**src/shared/ldc_defines.svh**
```systemverilog
// Offsets, field positions, reset values and bus constants of the Led_enable_high bank
`ifndef LDC_DEFINES_SVH
`define LDC_DEFINES_SVH

// ****************************************
// Register offsets
// ****************************************
`define LDC_OFS_MODE_CONFIG 8'h00
`define LDC_OFS_LED_ENABLE_HIGH 8'h01
`define LDC_OFS_LED_ENABLE_LOW 8'h02
`define LDC_OFS_CURRENT_GAIN_SETUP 8'h03
`define LDC_OFS_CHANNEL_FUNCTION_SELECT 8'h04
`define LDC_OFS_PORT_DIRECTION 8'h05
`define LDC_OFS_PORT_OUTPUT_LEVEL 8'h06
`define LDC_OFS_PORT_IRQ_MASK 8'h07
`define LDC_OFS_PORT_INPUT_STATE 8'h08
`define LDC_OFS_SAMPLE_RATE_SETUP 8'h09
`define LDC_OFS_DUTY_FIRST 8'h10
`define LDC_OFS_DUTY_LAST 8'h1f
`define LDC_OFS_FRAME_FIRST 8'h20
`define LDC_OFS_FRAME_LAST 8'haf
`define LDC_OFS_DUTY_LOAD_TRIGGER 8'hb0
`define LDC_OFS_FRAME_INTERVAL 8'hb6
`define LDC_OFS_FIRST_FRAME_SELECT 8'hb7

// ****************************************
// Reset values and field positions
// ****************************************
`define LDC_RST_MODE_CONFIG 8'h80
`define LDC_RST_LED_ENABLE 8'hff
`define LDC_RST_ZERO 8'h00
`define LDC_MODE_USED_MASK 8'hf0
`define LDC_BIT_SOFT_SHUTDOWN 7
`define LDC_BIT_AUDIO_MOD 4
`define LDC_BIT_CASCADE_ROLE 7
`define LDC_BIT_AUTO_GAIN_OFF 3
`define LDC_DUTY_COUNT 16
`define LDC_FRAME_BYTES 144

// ****************************************
// Serial bus constants
// ****************************************
`define LDC_BUS_ADDR_FIXED 5'h1d

`endif

```
**src/shared/ldc_pkg.sv**
```systemverilog
// Types shared by the Led_enable_high bank
package ldc_pkg;

	typedef enum logic [1:0] {
		LDC_MODE_PWM_DIRECT,
		LDC_MODE_AUTO_FRAMES,
		LDC_MODE_AUDIO_FRAMES,
		LDC_MODE_UNAVAILABLE
	} ldc_play_mode_t;

	typedef enum logic [2:0] {
		LDC_ST_IDLE,
		LDC_ST_DEVICE,
		LDC_ST_POINTER,
		LDC_ST_WRITE,
		LDC_ST_READ
	} ldc_bus_state_t;

	typedef struct packed {
		logic soft_shutdown_bit;
		ldc_play_mode_t play_mode;
		logic audio_modulation_bit;
		logic [15:0] channel_enable;
		logic cascade_role_bit;
		logic [2:0] current_scale;
		logic auto_gain_off_bit;
		logic [2:0] audio_gain_field;
		logic [7:0] channel_function;
		logic [7:0] sample_rate;
		logic [7:0] frame_interval;
		logic [7:0] first_frame;
	} ldc_ctrl_t;

	typedef struct packed {
		logic [7:0] out_level;
		logic [7:0] out_enable;
	} ldc_port_drive_t;

endpackage

```
**src/hdl/ldc_regs.sv**
```systemverilog
// LED driver control register bank with its two-wire serial slave
// Operation
// [RULE1] Only the pin state register reads back
// [RULE2] Shutdown bit seven, resets set
// [RULE3] Mode bits six:five pick playback source
// [RULE4] Bit four selects audio current modulation
// [RULE5] Two enable registers, reset all on
// [RULE6] Cascade, scaling, gain control, gain; reset zero
// [RULE7] Scaling codes select current multiplier
// [RULE8] Gain control off bit; gain 3dB steps
// [RULE9] Function bit makes upper channel a port
// [RULE10] Direction bit: zero output, one input
// [RULE11] Output level bit drives port pin
// [RULE12] Mask bit zero enables port interrupt
// [RULE13] Sixteen duty registers at consecutive addresses
// [RULE14] Load trigger copies pending duties to active
// [RULE15] Frame store holds eight animation frames
// [RULE16] Frame interval register sets playback delay
// [RULE17] Start frame register, resets zero
// [RULE18] Sample rate register, resets zero
// [RULE19] Bus address is 11101 plus strap
// [RULE20] Pointer increments after each acknowledged byte
// [RULE21] Master reads after pointer write, restart
// [RULE22] Enabled input change holds interrupt till read
// [RULE23] Unused mode bits ignored, bad code harmless
`timescale 1ns/1ps
`include "ldc_defines.svh"

module ldc_regs #(
	parameter int DUTY_COUNT = `LDC_DUTY_COUNT,
	parameter int FRAME_BYTES = `LDC_FRAME_BYTES
) (
	input wire logic i_clk,
	input wire logic i_resetn,
	input wire logic i_scl,
	input wire logic i_sda,
	output logic o_sda,
	output logic o_sda_oe,
	input wire logic [1:0] i_addr_strap,
	input wire logic [7:0] i_port_pins,
	output ldc_pkg::ldc_port_drive_t o_port_drive,
	output logic o_irq_n_pin,
	output logic o_irq_n_pin_oe,
	output ldc_pkg::ldc_ctrl_t o_ctrl,
	output logic [7:0] o_duty_active [DUTY_COUNT],
	input wire logic [7:0] i_frame_index,
	output logic [7:0] o_frame_data
);

	// ****************************************
	// Pin synchronisers
	// ****************************************
	logic [2:0] scl_sync;
	logic [2:0] sda_sync;
	logic [7:0] port_s1;
	logic [7:0] port_s2;
	logic [7:0] port_s3;
	logic [1:0] strap_s1;
	logic [1:0] strap_s2;
	logic [1:0] strap_s3;
	logic scl_q;
	logic sda_q;
	logic [7:0] port_q;
	logic [1:0] strap;
	logic next_scl;
	logic next_sda;
	logic [7:0] next_port;
	logic [1:0] next_strap;

	always_ff @(posedge i_clk) begin
		if (!i_resetn) begin
			scl_sync <= 3'h7;
			sda_sync <= 3'h7;
			port_s1 <= 8'h00;
			port_s2 <= 8'h00;
			port_s3 <= 8'h00;
			strap_s1 <= 2'h0;
			strap_s2 <= 2'h0;
			strap_s3 <= 2'h0;
			scl_q <= 1'b1;
			sda_q <= 1'b1;
			port_q <= 8'h00;
			strap <= 2'h0;
		end else begin
			scl_sync <= {scl_sync[1:0], i_scl};
			sda_sync <= {sda_sync[1:0], i_sda};
			port_s1 <= i_port_pins;
			port_s2 <= port_s1;
			port_s3 <= port_s2;
			strap_s1 <= i_addr_strap;
			strap_s2 <= strap_s1;
			strap_s3 <= strap_s2;
			scl_q <= next_scl;
			sda_q <= next_sda;
			port_q <= next_port;
			strap <= next_strap;
		end
	end

	// A level counts only once the second and third stages agree
	always_comb begin
		next_scl = (scl_sync[1] == scl_sync[2]) ? scl_sync[2] : scl_q;
		next_sda = (sda_sync[1] == sda_sync[2]) ? sda_sync[2] : sda_q;
		next_strap = (strap_s2 == strap_s3) ? strap_s3 : strap;
		for (int i = 0; i < 8; i++) begin
			next_port[i] = (port_s2[i] == port_s3[i]) ? port_s3[i] : port_q[i];
		end
	end

	logic scl_rise;
	logic scl_fall;
	logic bus_start;
	logic bus_stop;

	assign scl_rise = next_scl & ~scl_q;
	assign scl_fall = ~next_scl & scl_q;
	assign bus_start = scl_q & next_scl & sda_q & ~next_sda;
	assign bus_stop = scl_q & next_scl & ~sda_q & next_sda;

	// ****************************************
	// Serial slave
	// ****************************************
	ldc_pkg::ldc_bus_state_t state;
	logic [3:0] bit_cnt;
	logic [7:0] shift;
	logic [7:0] tx;
	logic [7:0] pointer;
	logic read_dir;
	logic master_nack;
	logic wr_stb;
	logic [7:0] wr_addr;
	logic [7:0] wr_data;
	logic state_read;

	function automatic logic [7:0] read_value(input logic [7:0] addr, input logic [7:0] pins);
		read_value = (addr == `LDC_OFS_PORT_INPUT_STATE) ? pins : 8'h00;
	endfunction

	always_ff @(posedge i_clk) begin
		if (!i_resetn) begin
			state <= ldc_pkg::LDC_ST_IDLE;
			bit_cnt <= 4'h0;
			shift <= 8'h00;
			tx <= 8'h00;
			pointer <= 8'h00;
			read_dir <= 1'b0;
			master_nack <= 1'b0;
			o_sda_oe <= 1'b0;
			wr_stb <= 1'b0;
			wr_addr <= 8'h00;
			wr_data <= 8'h00;
			state_read <= 1'b0;
		end else begin
			wr_stb <= 1'b0;
			state_read <= 1'b0;
			if (bus_start) begin
				state <= ldc_pkg::LDC_ST_DEVICE;
				bit_cnt <= 4'h0;
				o_sda_oe <= 1'b0;
			end else if (bus_stop) begin
				state <= ldc_pkg::LDC_ST_IDLE;
				o_sda_oe <= 1'b0;
			end else if (state != ldc_pkg::LDC_ST_IDLE && scl_rise) begin
				if (bit_cnt < 4'h8) begin
					shift <= {shift[6:0], next_sda};
				end else if (state == ldc_pkg::LDC_ST_READ) begin
					master_nack <= next_sda;
				end
				bit_cnt <= bit_cnt + 4'h1;
			end else if (state != ldc_pkg::LDC_ST_IDLE && scl_fall) begin
				if (bit_cnt == 4'h8) begin
					unique case (state)
						ldc_pkg::LDC_ST_DEVICE: begin
							if (shift[7:1] == {`LDC_BUS_ADDR_FIXED, strap}) begin // RULE19
								o_sda_oe <= 1'b1;
								read_dir <= shift[0];
							end else begin
								state <= ldc_pkg::LDC_ST_IDLE;
							end
						end
						ldc_pkg::LDC_ST_POINTER: begin
							pointer <= shift;
							o_sda_oe <= 1'b1;
						end
						ldc_pkg::LDC_ST_WRITE: begin
							wr_stb <= 1'b1;
							wr_addr <= pointer;
							wr_data <= shift;
							pointer <= pointer + 8'h01; // RULE20
							o_sda_oe <= 1'b1;
						end
						default: begin
							o_sda_oe <= 1'b0;
						end
					endcase
				end else if (bit_cnt == 4'h9) begin
					bit_cnt <= 4'h0;
					o_sda_oe <= 1'b0;
					if (state == ldc_pkg::LDC_ST_POINTER) begin
						state <= ldc_pkg::LDC_ST_WRITE;
					end else if (state == ldc_pkg::LDC_ST_DEVICE && !read_dir) begin
						state <= ldc_pkg::LDC_ST_POINTER;
					end else if (state == ldc_pkg::LDC_ST_READ && master_nack) begin
						state <= ldc_pkg::LDC_ST_IDLE;
					end else if (state != ldc_pkg::LDC_ST_WRITE) begin
						// Read follows a pointer write and a restart
						state <= ldc_pkg::LDC_ST_READ; // RULE21
						tx <= read_value(pointer, port_q); // RULE1
						o_sda_oe <= ~((pointer == `LDC_OFS_PORT_INPUT_STATE) & port_q[7]);
						state_read <= (pointer == `LDC_OFS_PORT_INPUT_STATE);
						pointer <= pointer + 8'h01;
					end
				end else if (state == ldc_pkg::LDC_ST_READ) begin
					o_sda_oe <= ~tx[3'(7 - bit_cnt)];
				end
			end
		end
	end

	// Open drain: only ever pulls low
	assign o_sda = 1'b0;

	// ****************************************
	// Control registers
	// ****************************************
	logic [7:0] mode_config;
	logic [7:0] led_enable_high;
	logic [7:0] led_enable_low;
	logic [7:0] current_gain_setup;
	logic [7:0] channel_function_select;
	logic [7:0] port_direction;
	logic [7:0] port_output_level;
	logic [7:0] port_irq_mask;
	logic [7:0] sample_rate_setup;
	logic [7:0] frame_interval;
	logic [7:0] first_frame_select;

	always_ff @(posedge i_clk) begin
		if (!i_resetn) begin
			mode_config <= `LDC_RST_MODE_CONFIG; // RULE2
			led_enable_high <= `LDC_RST_LED_ENABLE; // RULE5
			led_enable_low <= `LDC_RST_LED_ENABLE;
			current_gain_setup <= `LDC_RST_ZERO; // RULE6
			channel_function_select <= `LDC_RST_ZERO;
			port_direction <= `LDC_RST_ZERO; // RULE10
			port_output_level <= `LDC_RST_ZERO; // RULE11
			port_irq_mask <= `LDC_RST_ZERO; // RULE12
			sample_rate_setup <= `LDC_RST_ZERO; // RULE18
			frame_interval <= `LDC_RST_ZERO;
			first_frame_select <= `LDC_RST_ZERO; // RULE17
		end else if (wr_stb) begin
			unique case (wr_addr)
				// Low mode bits are not kept; code 11 is stored as written
				`LDC_OFS_MODE_CONFIG: mode_config <= wr_data & `LDC_MODE_USED_MASK; // RULE23
				`LDC_OFS_LED_ENABLE_HIGH: led_enable_high <= wr_data;
				`LDC_OFS_LED_ENABLE_LOW: led_enable_low <= wr_data;
				`LDC_OFS_CURRENT_GAIN_SETUP: current_gain_setup <= wr_data;
				`LDC_OFS_CHANNEL_FUNCTION_SELECT: channel_function_select <= wr_data;
				`LDC_OFS_PORT_DIRECTION: port_direction <= wr_data;
				`LDC_OFS_PORT_OUTPUT_LEVEL: port_output_level <= wr_data;
				`LDC_OFS_PORT_IRQ_MASK: port_irq_mask <= wr_data;
				`LDC_OFS_SAMPLE_RATE_SETUP: sample_rate_setup <= wr_data;
				`LDC_OFS_FRAME_INTERVAL: frame_interval <= wr_data; // RULE16
				`LDC_OFS_FIRST_FRAME_SELECT: first_frame_select <= wr_data;
				default: begin
				end
			endcase
		end
	end

	always_comb begin
		o_ctrl.soft_shutdown_bit = mode_config[`LDC_BIT_SOFT_SHUTDOWN]; // RULE2
		o_ctrl.play_mode = ldc_pkg::ldc_play_mode_t'(mode_config[6:5]); // RULE3
		o_ctrl.audio_modulation_bit = mode_config[`LDC_BIT_AUDIO_MOD]; // RULE4
		o_ctrl.channel_enable = {led_enable_high, led_enable_low}; // RULE5
		o_ctrl.cascade_role_bit = current_gain_setup[`LDC_BIT_CASCADE_ROLE]; // RULE6
		// Multiplier decode lives in the analog current DAC
		o_ctrl.current_scale = current_gain_setup[6:4]; // RULE7
		o_ctrl.auto_gain_off_bit = current_gain_setup[`LDC_BIT_AUTO_GAIN_OFF]; // RULE8
		o_ctrl.audio_gain_field = current_gain_setup[2:0];
		o_ctrl.channel_function = channel_function_select; // RULE9
		o_ctrl.sample_rate = sample_rate_setup;
		o_ctrl.frame_interval = frame_interval;
		o_ctrl.first_frame = first_frame_select;
	end

	// Port pins bypass current scaling, driven only as outputs
	assign o_port_drive.out_level = port_output_level; // RULE11
	assign o_port_drive.out_enable = channel_function_select & ~port_direction; // RULE9 RULE10

	// ****************************************
	// Duty storage with load trigger
	// ****************************************
	logic [7:0] duty_pending [DUTY_COUNT];
	logic duty_load;

	assign duty_load = wr_stb && (wr_addr == `LDC_OFS_DUTY_LOAD_TRIGGER); // RULE14

	genvar g;
	generate
		for (g = 0; g < DUTY_COUNT; g++) begin : g_duty
			always_ff @(posedge i_clk) begin
				if (!i_resetn) begin
					duty_pending[g] <= 8'h00;
				end else if (wr_stb && wr_addr == 8'(`LDC_OFS_DUTY_FIRST + g)) begin
					duty_pending[g] <= wr_data; // RULE13
				end
			end

			always_ff @(posedge i_clk) begin
				if (!i_resetn) begin
					o_duty_active[g] <= 8'h00;
				end else if (duty_load) begin
					o_duty_active[g] <= duty_pending[g]; // RULE14
				end
			end
		end
	endgenerate

	// ****************************************
	// Frame store
	// ****************************************
	logic [7:0] frame_mem [FRAME_BYTES];
	logic frame_hit;

	assign frame_hit = wr_stb && wr_addr >= `LDC_OFS_FRAME_FIRST && wr_addr <= `LDC_OFS_FRAME_LAST;

	// No reset: a large store costs too much reset routing
	always_ff @(posedge i_clk) begin
		if (frame_hit) begin
			frame_mem[wr_addr - `LDC_OFS_FRAME_FIRST] <= wr_data; // RULE15
		end
	end

	always_ff @(posedge i_clk) begin
		if (!i_resetn) begin
			o_frame_data <= 8'h00;
		end else if (i_frame_index < 8'(FRAME_BYTES)) begin
			o_frame_data <= frame_mem[i_frame_index];
		end else begin
			o_frame_data <= 8'h00;
		end
	end

	// ****************************************
	// Port input interrupt
	// ****************************************
	logic irq;
	logic irq_event;

	assign irq_event = |((port_q ^ next_port) & channel_function_select & port_direction & ~port_irq_mask); // RULE22

	// A change in the same cycle as the clearing read wins
	always_ff @(posedge i_clk) begin
		if (!i_resetn) begin
			irq <= 1'b0;
		end else if (irq_event) begin
			irq <= 1'b1; // RULE22
		end else if (state_read) begin
			irq <= 1'b0;
		end
	end

	assign o_irq_n_pin = 1'b0;
	assign o_irq_n_pin_oe = irq;

	// ****************************************
	// Checks
	// ****************************************
	AST_SHUTDOWN_RESET: assert property (@(posedge i_clk) $rose(i_resetn) |-> o_ctrl.soft_shutdown_bit) // RULE2
		else $error("Shutdown bit not set after reset");
	AST_ENABLE_RESET: assert property (@(posedge i_clk) $rose(i_resetn) |-> o_ctrl.channel_enable == 16'hffff) // RULE5
		else $error("Channel enables not all on after reset");
	AST_MODE_LOW_ZERO: assert property (@(posedge i_clk) disable iff (!i_resetn) mode_config[3:0] == 4'h0) // RULE23
		else $error("Unused mode bits stored");
	AST_PTR_INC: assert property (@(posedge i_clk) disable iff (!i_resetn)
		wr_stb |-> pointer == 8'(wr_addr + 8'h01)) // RULE20
		else $error("Pointer did not advance after write");
	AST_DUTY_LOAD: assert property (@(posedge i_clk) disable iff (!i_resetn)
		duty_load |=> o_duty_active[0] == $past(duty_pending[0])) // RULE14
		else $error("Duty load did not copy pending value");
	AST_DUTY_HOLD: assert property (@(posedge i_clk) disable iff (!i_resetn)
		!duty_load |=> $stable(o_duty_active[0])) // RULE14
		else $error("Active duty changed without load");
	AST_IRQ_SET: assert property (@(posedge i_clk) disable iff (!i_resetn) irq_event |=> o_irq_n_pin_oe) // RULE22
		else $error("Interrupt not raised on enabled input change");
	AST_IRQ_CLEAR: assert property (@(posedge i_clk) disable iff (!i_resetn)
		state_read && !irq_event |=> !o_irq_n_pin_oe) // RULE22
		else $error("Interrupt not cleared by state read");
	AST_PORT_OE: assert property (@(posedge i_clk) disable iff (!i_resetn)
		(port_direction[0] || !channel_function_select[0]) |-> !o_port_drive.out_enable[0]) // RULE10
		else $error("Port driven while input or LED");
	AST_ADDR_ACK: assert property (@(posedge i_clk) disable iff (!i_resetn)
		state == ldc_pkg::LDC_ST_DEVICE && scl_fall && bit_cnt == 4'h8 && !bus_start && !bus_stop
		&& shift[7:1] != {`LDC_BUS_ADDR_FIXED, strap} |=> !o_sda_oe && state == ldc_pkg::LDC_ST_IDLE) // RULE19
		else $error("Foreign address acknowledged");

endmodule

```
**config.mk**
```make
export PLATFORM = sky130hd
export DESIGN_NAME = ldc_regs
export DESIGN_NICKNAME = d
export VERILOG_FILES = /design/src/shared/ldc_pkg.sv /design/src/hdl/ldc_regs.sv
export VERILOG_INCLUDE_DIRS = /design/src /design/src/shared
export SDC_FILE = /design/constraint.sdc
export NUM_CORES = 2
export LEC_CHECK = 0
export BUFFER_PORTS_ARGS = -buffer_cell sky130_fd_sc_hd__clkbuf_2
export CAP_MARGIN = 20
export CORE_MARGIN = 2
export CORE_UTILIZATION = 64
export DETAILED_ROUTE_END_ITERATION = 12
export PLACE_DENSITY = 0.82
export SYNTH_ARGS = -nofsm -noshare
export SYNTH_HDL_FRONTEND = slang
export SYNTH_SLANG_ARGS = --single-unit
```
**constraint.sdc**
```tcl
create_clock -name i_clk -period 6.98 [get_ports i_clk]
set_input_delay 1.047 -clock i_clk [delete_from_list [all_inputs] [get_ports i_clk]]
set_output_delay 1.047 -clock i_clk [all_outputs]
set_load 0.03 [all_outputs]
```
==> results.yml <==
cells_and_area:
  stdcell_area_sq_um: 69400
  fin_nets: 4149
  syn2layout_area_growth_pct: 12.2
  fill_cells: 5501
  reg.largest.list: "frame_mem: 1152 flops, duty_pending: 128 flops, o_duty_active: 128 flops"
  largest_reg_flops: 1152
  instances_no_fill: 5534
  layout-drive-gt1-share_pct: 20.3
  regMostFlops: "frame_mem"
synth:
  postSynthAreaPerCell_sq_um: 15.8
  ys_ff_latch: 1601
  async_flop_share_pct: 0
  netlist.area_leader.share_pct: 62.1
  synth_area_sq_um: 61800
  synth_cell_types: 73
  yosysSeqAreaShare_pct: 72.5
  yosys.area.top_type: "edfxtp_1"
  synth_area_leaders: "edfxtp_1 62%, dfxtp_1 10%, mux4_2 9.6%"
  syn_inst: 3907
  synth_ff_type: "edfxtp_1"
  synth_edf_count: 1280
  synth_warnings: 0
placement:
  dpl.cell_count: 5229
  gp_congestion: 0.881
  dp.final_hpwl_mm: 90.8
  preCtsSetupSlack_ps: 2490
  io_buffers: 235
  dpl_cell_area_sq_um: 64000
worst_setup_path:
  cp-start-kind: "input pin"
  critPathBufInv: 3
  worst_ep_required_time_ps: 7660
  cp_top_family: "buffers and inverters"
  crit_slowest_cell: "buf_8"
  end_kind: "flip-flop"
  critical_path_arrival_ps: 4500
  critPathMaxFanout: 78
  crit_top_cell: "buf_4"
  crit_chain: "buf_8 -> buf_4 -> buf_4 -> mux4_2 -> mux2i_1 -> o22ai_1 -> nor3_1 -> o21ai_1 -> and3_1"
  reg2reg_slack_ps: 3220
  crit_type: "in -> reg"
  max_stage_delay_ps: 590
route:
  dr_wl_met2_mm: 79.0
  wl_per_cell_um: 29.3
  via_per_inst: 6.75
  num_vias: 37400
  firstDrtPassIters: 7
  routed_wl_mm: 162
  wl_met1_mm: 55.7
  maxUsedRoutingLayer: "met5"
  drtIter0Drc: 5522
  met3_length_mm: 18.7
  ant_nets: 0
  drc: 0
global_routing:
  grt_pass1_wl_mm: 236
  grtUsageTotal_pct: 32.5
  grt_start_max_net_pins: 129
  grt_pass1_vias: 36500
  overflow: 0
  antenna_found_initial: 3
clocking:
  clk_pin_slew_worst_paths_ps: 60
  clock_latency_ps: 780
  clk_root_buffer_cell: "clkbuf_16"
  cts_max_level: 4
  post-cts-setup-buffers: 0
  postCtsHoldBufs: 0
  clock_sinks: 1601
  cts_tree: "done"
  clk_path_buf_depth: 3
  cts_buffers: 152
  cts_resized: 0
power_and_ir_drop:
  leakagePower_nw: 23.8
  vdd_drop_max_v: 0.000255
  pwr_density_cell_nw_per_um2: 278
worst_hold_path:
  min_path_type: "reg -> reg"
floorplanning:
  rows: 114
  fp.dieH_um: 315
  io_pins: 238
  start_util_pct: 64.2
  design.core.area_sq_um: 96300
  dieArea_sq_um: 99100
  dieWidth_um: 315
timing:
  hold_viol: 0
  finalWorstSetupSlack_ps: 3160
  max-slew-margin-rel_pct: 16.9
  fmax_mhz: 262
  setup_viol: 0
  worst_pin_slew_ps: 1240
  finalClockSkew_ps: 35.0
  tns_ps: 0
  slew_violations: 0
  rsz0062_at_grt: "no"
  period_share_pct: 54.8
  post-route-min-period_ps: 3820
flow_run:
  drv_cap: 0
run_status:
  outcome: "finished clean"
==> worst register-to-register path, cell delays in order, from the launching register on <==
cell and delay [ps]:
dfxtp_1 420, inv_1 110, ha_1 260, a211oi_1 240, o21ai_0 150, nor2_1 540
nand2_1 690, nor2_1 960
==> final timing paths <==
| path | startpoint | end | depth (start not counted) |
|---|---|---|---|
| hold reg to reg | scl_sync[0]$_SDFF_PN1_ | scl_sync[1]$_SDFF_PN1_ | 1 |
| hold / removal | scl_sync[0]$_SDFF_PN1_ | scl_sync[1]$_SDFF_PN1_ | 1 |
| setup / recovery | i_frame_index[0] | o_frame_data[5]$_SDFF_PN0_ | 9 |
| setup reg to reg | wr_addr[5]$_SDFFE_PN0P_ | frame_mem[127][7]$_DFFE_PP_ | 7 |
==> cell usage in the layout (no fill, tap or decap), types with 118 or more instances in the layout <==
cell / count
a21oi_1: 271
clkbuf_2: 232
nand3_1: 118
and3_1: 134
dfxtp_1: 313
edfxtp_1: 1280
nor2_1: 230
mux4_2: 264
clkbuf_16: 156
mux2i_1: 137
nand2_1: 471
==> cells by family (layout without fill, tap and decap cells) <==
group,count (synthesis),count (layout),synth area share [%]
other,1,9,0.00606
multiplexers,425,425,12.3
buffers and inverters,277,620,2.26
adder cells (fa/ha/maj),5,5,0.101
XOR/XNOR,5,5,0.0708
AO/OA/AOI/OAI,477,477,4.46
flip-flops,1601,1601,72.5
AND/OR/NAND/NOR,1116,1116,8.29
==> where the power goes <==
group	internal, mW	switching, mW	leakage, nW	total [mW]
Combinational	0.236	0.354	6.68	0.589
Clock	4.82	3.67	2.51	8.49
Sequential	10.2	0.0166	14.6	10.2
==> layer usage <==
layer / up-vias / global-route usage, %
met5: - / 0
met4: 4 / 17.2
met3: 558 / 7.45
met2: 2759 / 51.4
met1: 18700 / 42.7
li1: 15300 / -
==> area by class of cell <==
class / instances / area [sq um] / share of cell area, %
timing repair buffer: 319 / 2040 / 2.94
inverter: 18 / 72.6 / 0.105
antenna: 7 / 17.5 / 0.0252
sequential: 1601 / 44900 / 64.7
clock buffer: 210 / 4280 / 6.17
tap: 1276 / 1600 / 2.30
multi-input combinational: 2030 / 15600 / 22.5
clock inverter: 73 / 847 / 1.22
==> per-stage QoR <==
stage               power (mW)  hold slack [ps]  utilization, %
floorplan                 10.8              386               -
finish                    19.3              409            72.1
global route              19.7              429            72.0
CTS                       19.3              414            71.8
detailed placement        11.0              392            66.4
global placement          11.0              397            66.4
==> Yosys cell counts (all sizes together) (4+ instances only) <==
| cell type | instances |
|---|---|
| nor3 | 18 |
| clkbuf | 179 |
| and2 | 44 |
| ha | 5 |
| buf | 80 |
| o21a | 10 |
| mux2 | 24 |
| a221oi | 6 |
| xnor2 | 4 |
| a31oi | 8 |
| mux2i | 137 |
| inv | 16 |
| mux4 | 264 |
| a22oi | 40 |
| or3 | 5 |
| o22ai | 22 |
| nand3 | 118 |
| a2111oi | 7 |
| nor4 | 5 |
| o21ai | 75 |
| nand2b | 23 |
| nand4 | 7 |
| edfxtp | 1280 |
| nor2 | 231 |
| a211oi | 7 |
| nand2 | 472 |
| a21oi | 271 |
| nor2b | 33 |
| nor4b | 4 |
| or2 | 4 |
| a32oi | 4 |
| a22o | 5 |
| nand4b | 7 |
| and3 | 134 |
| dfxtp | 321 |
Power figures use the tool's default switching activity.
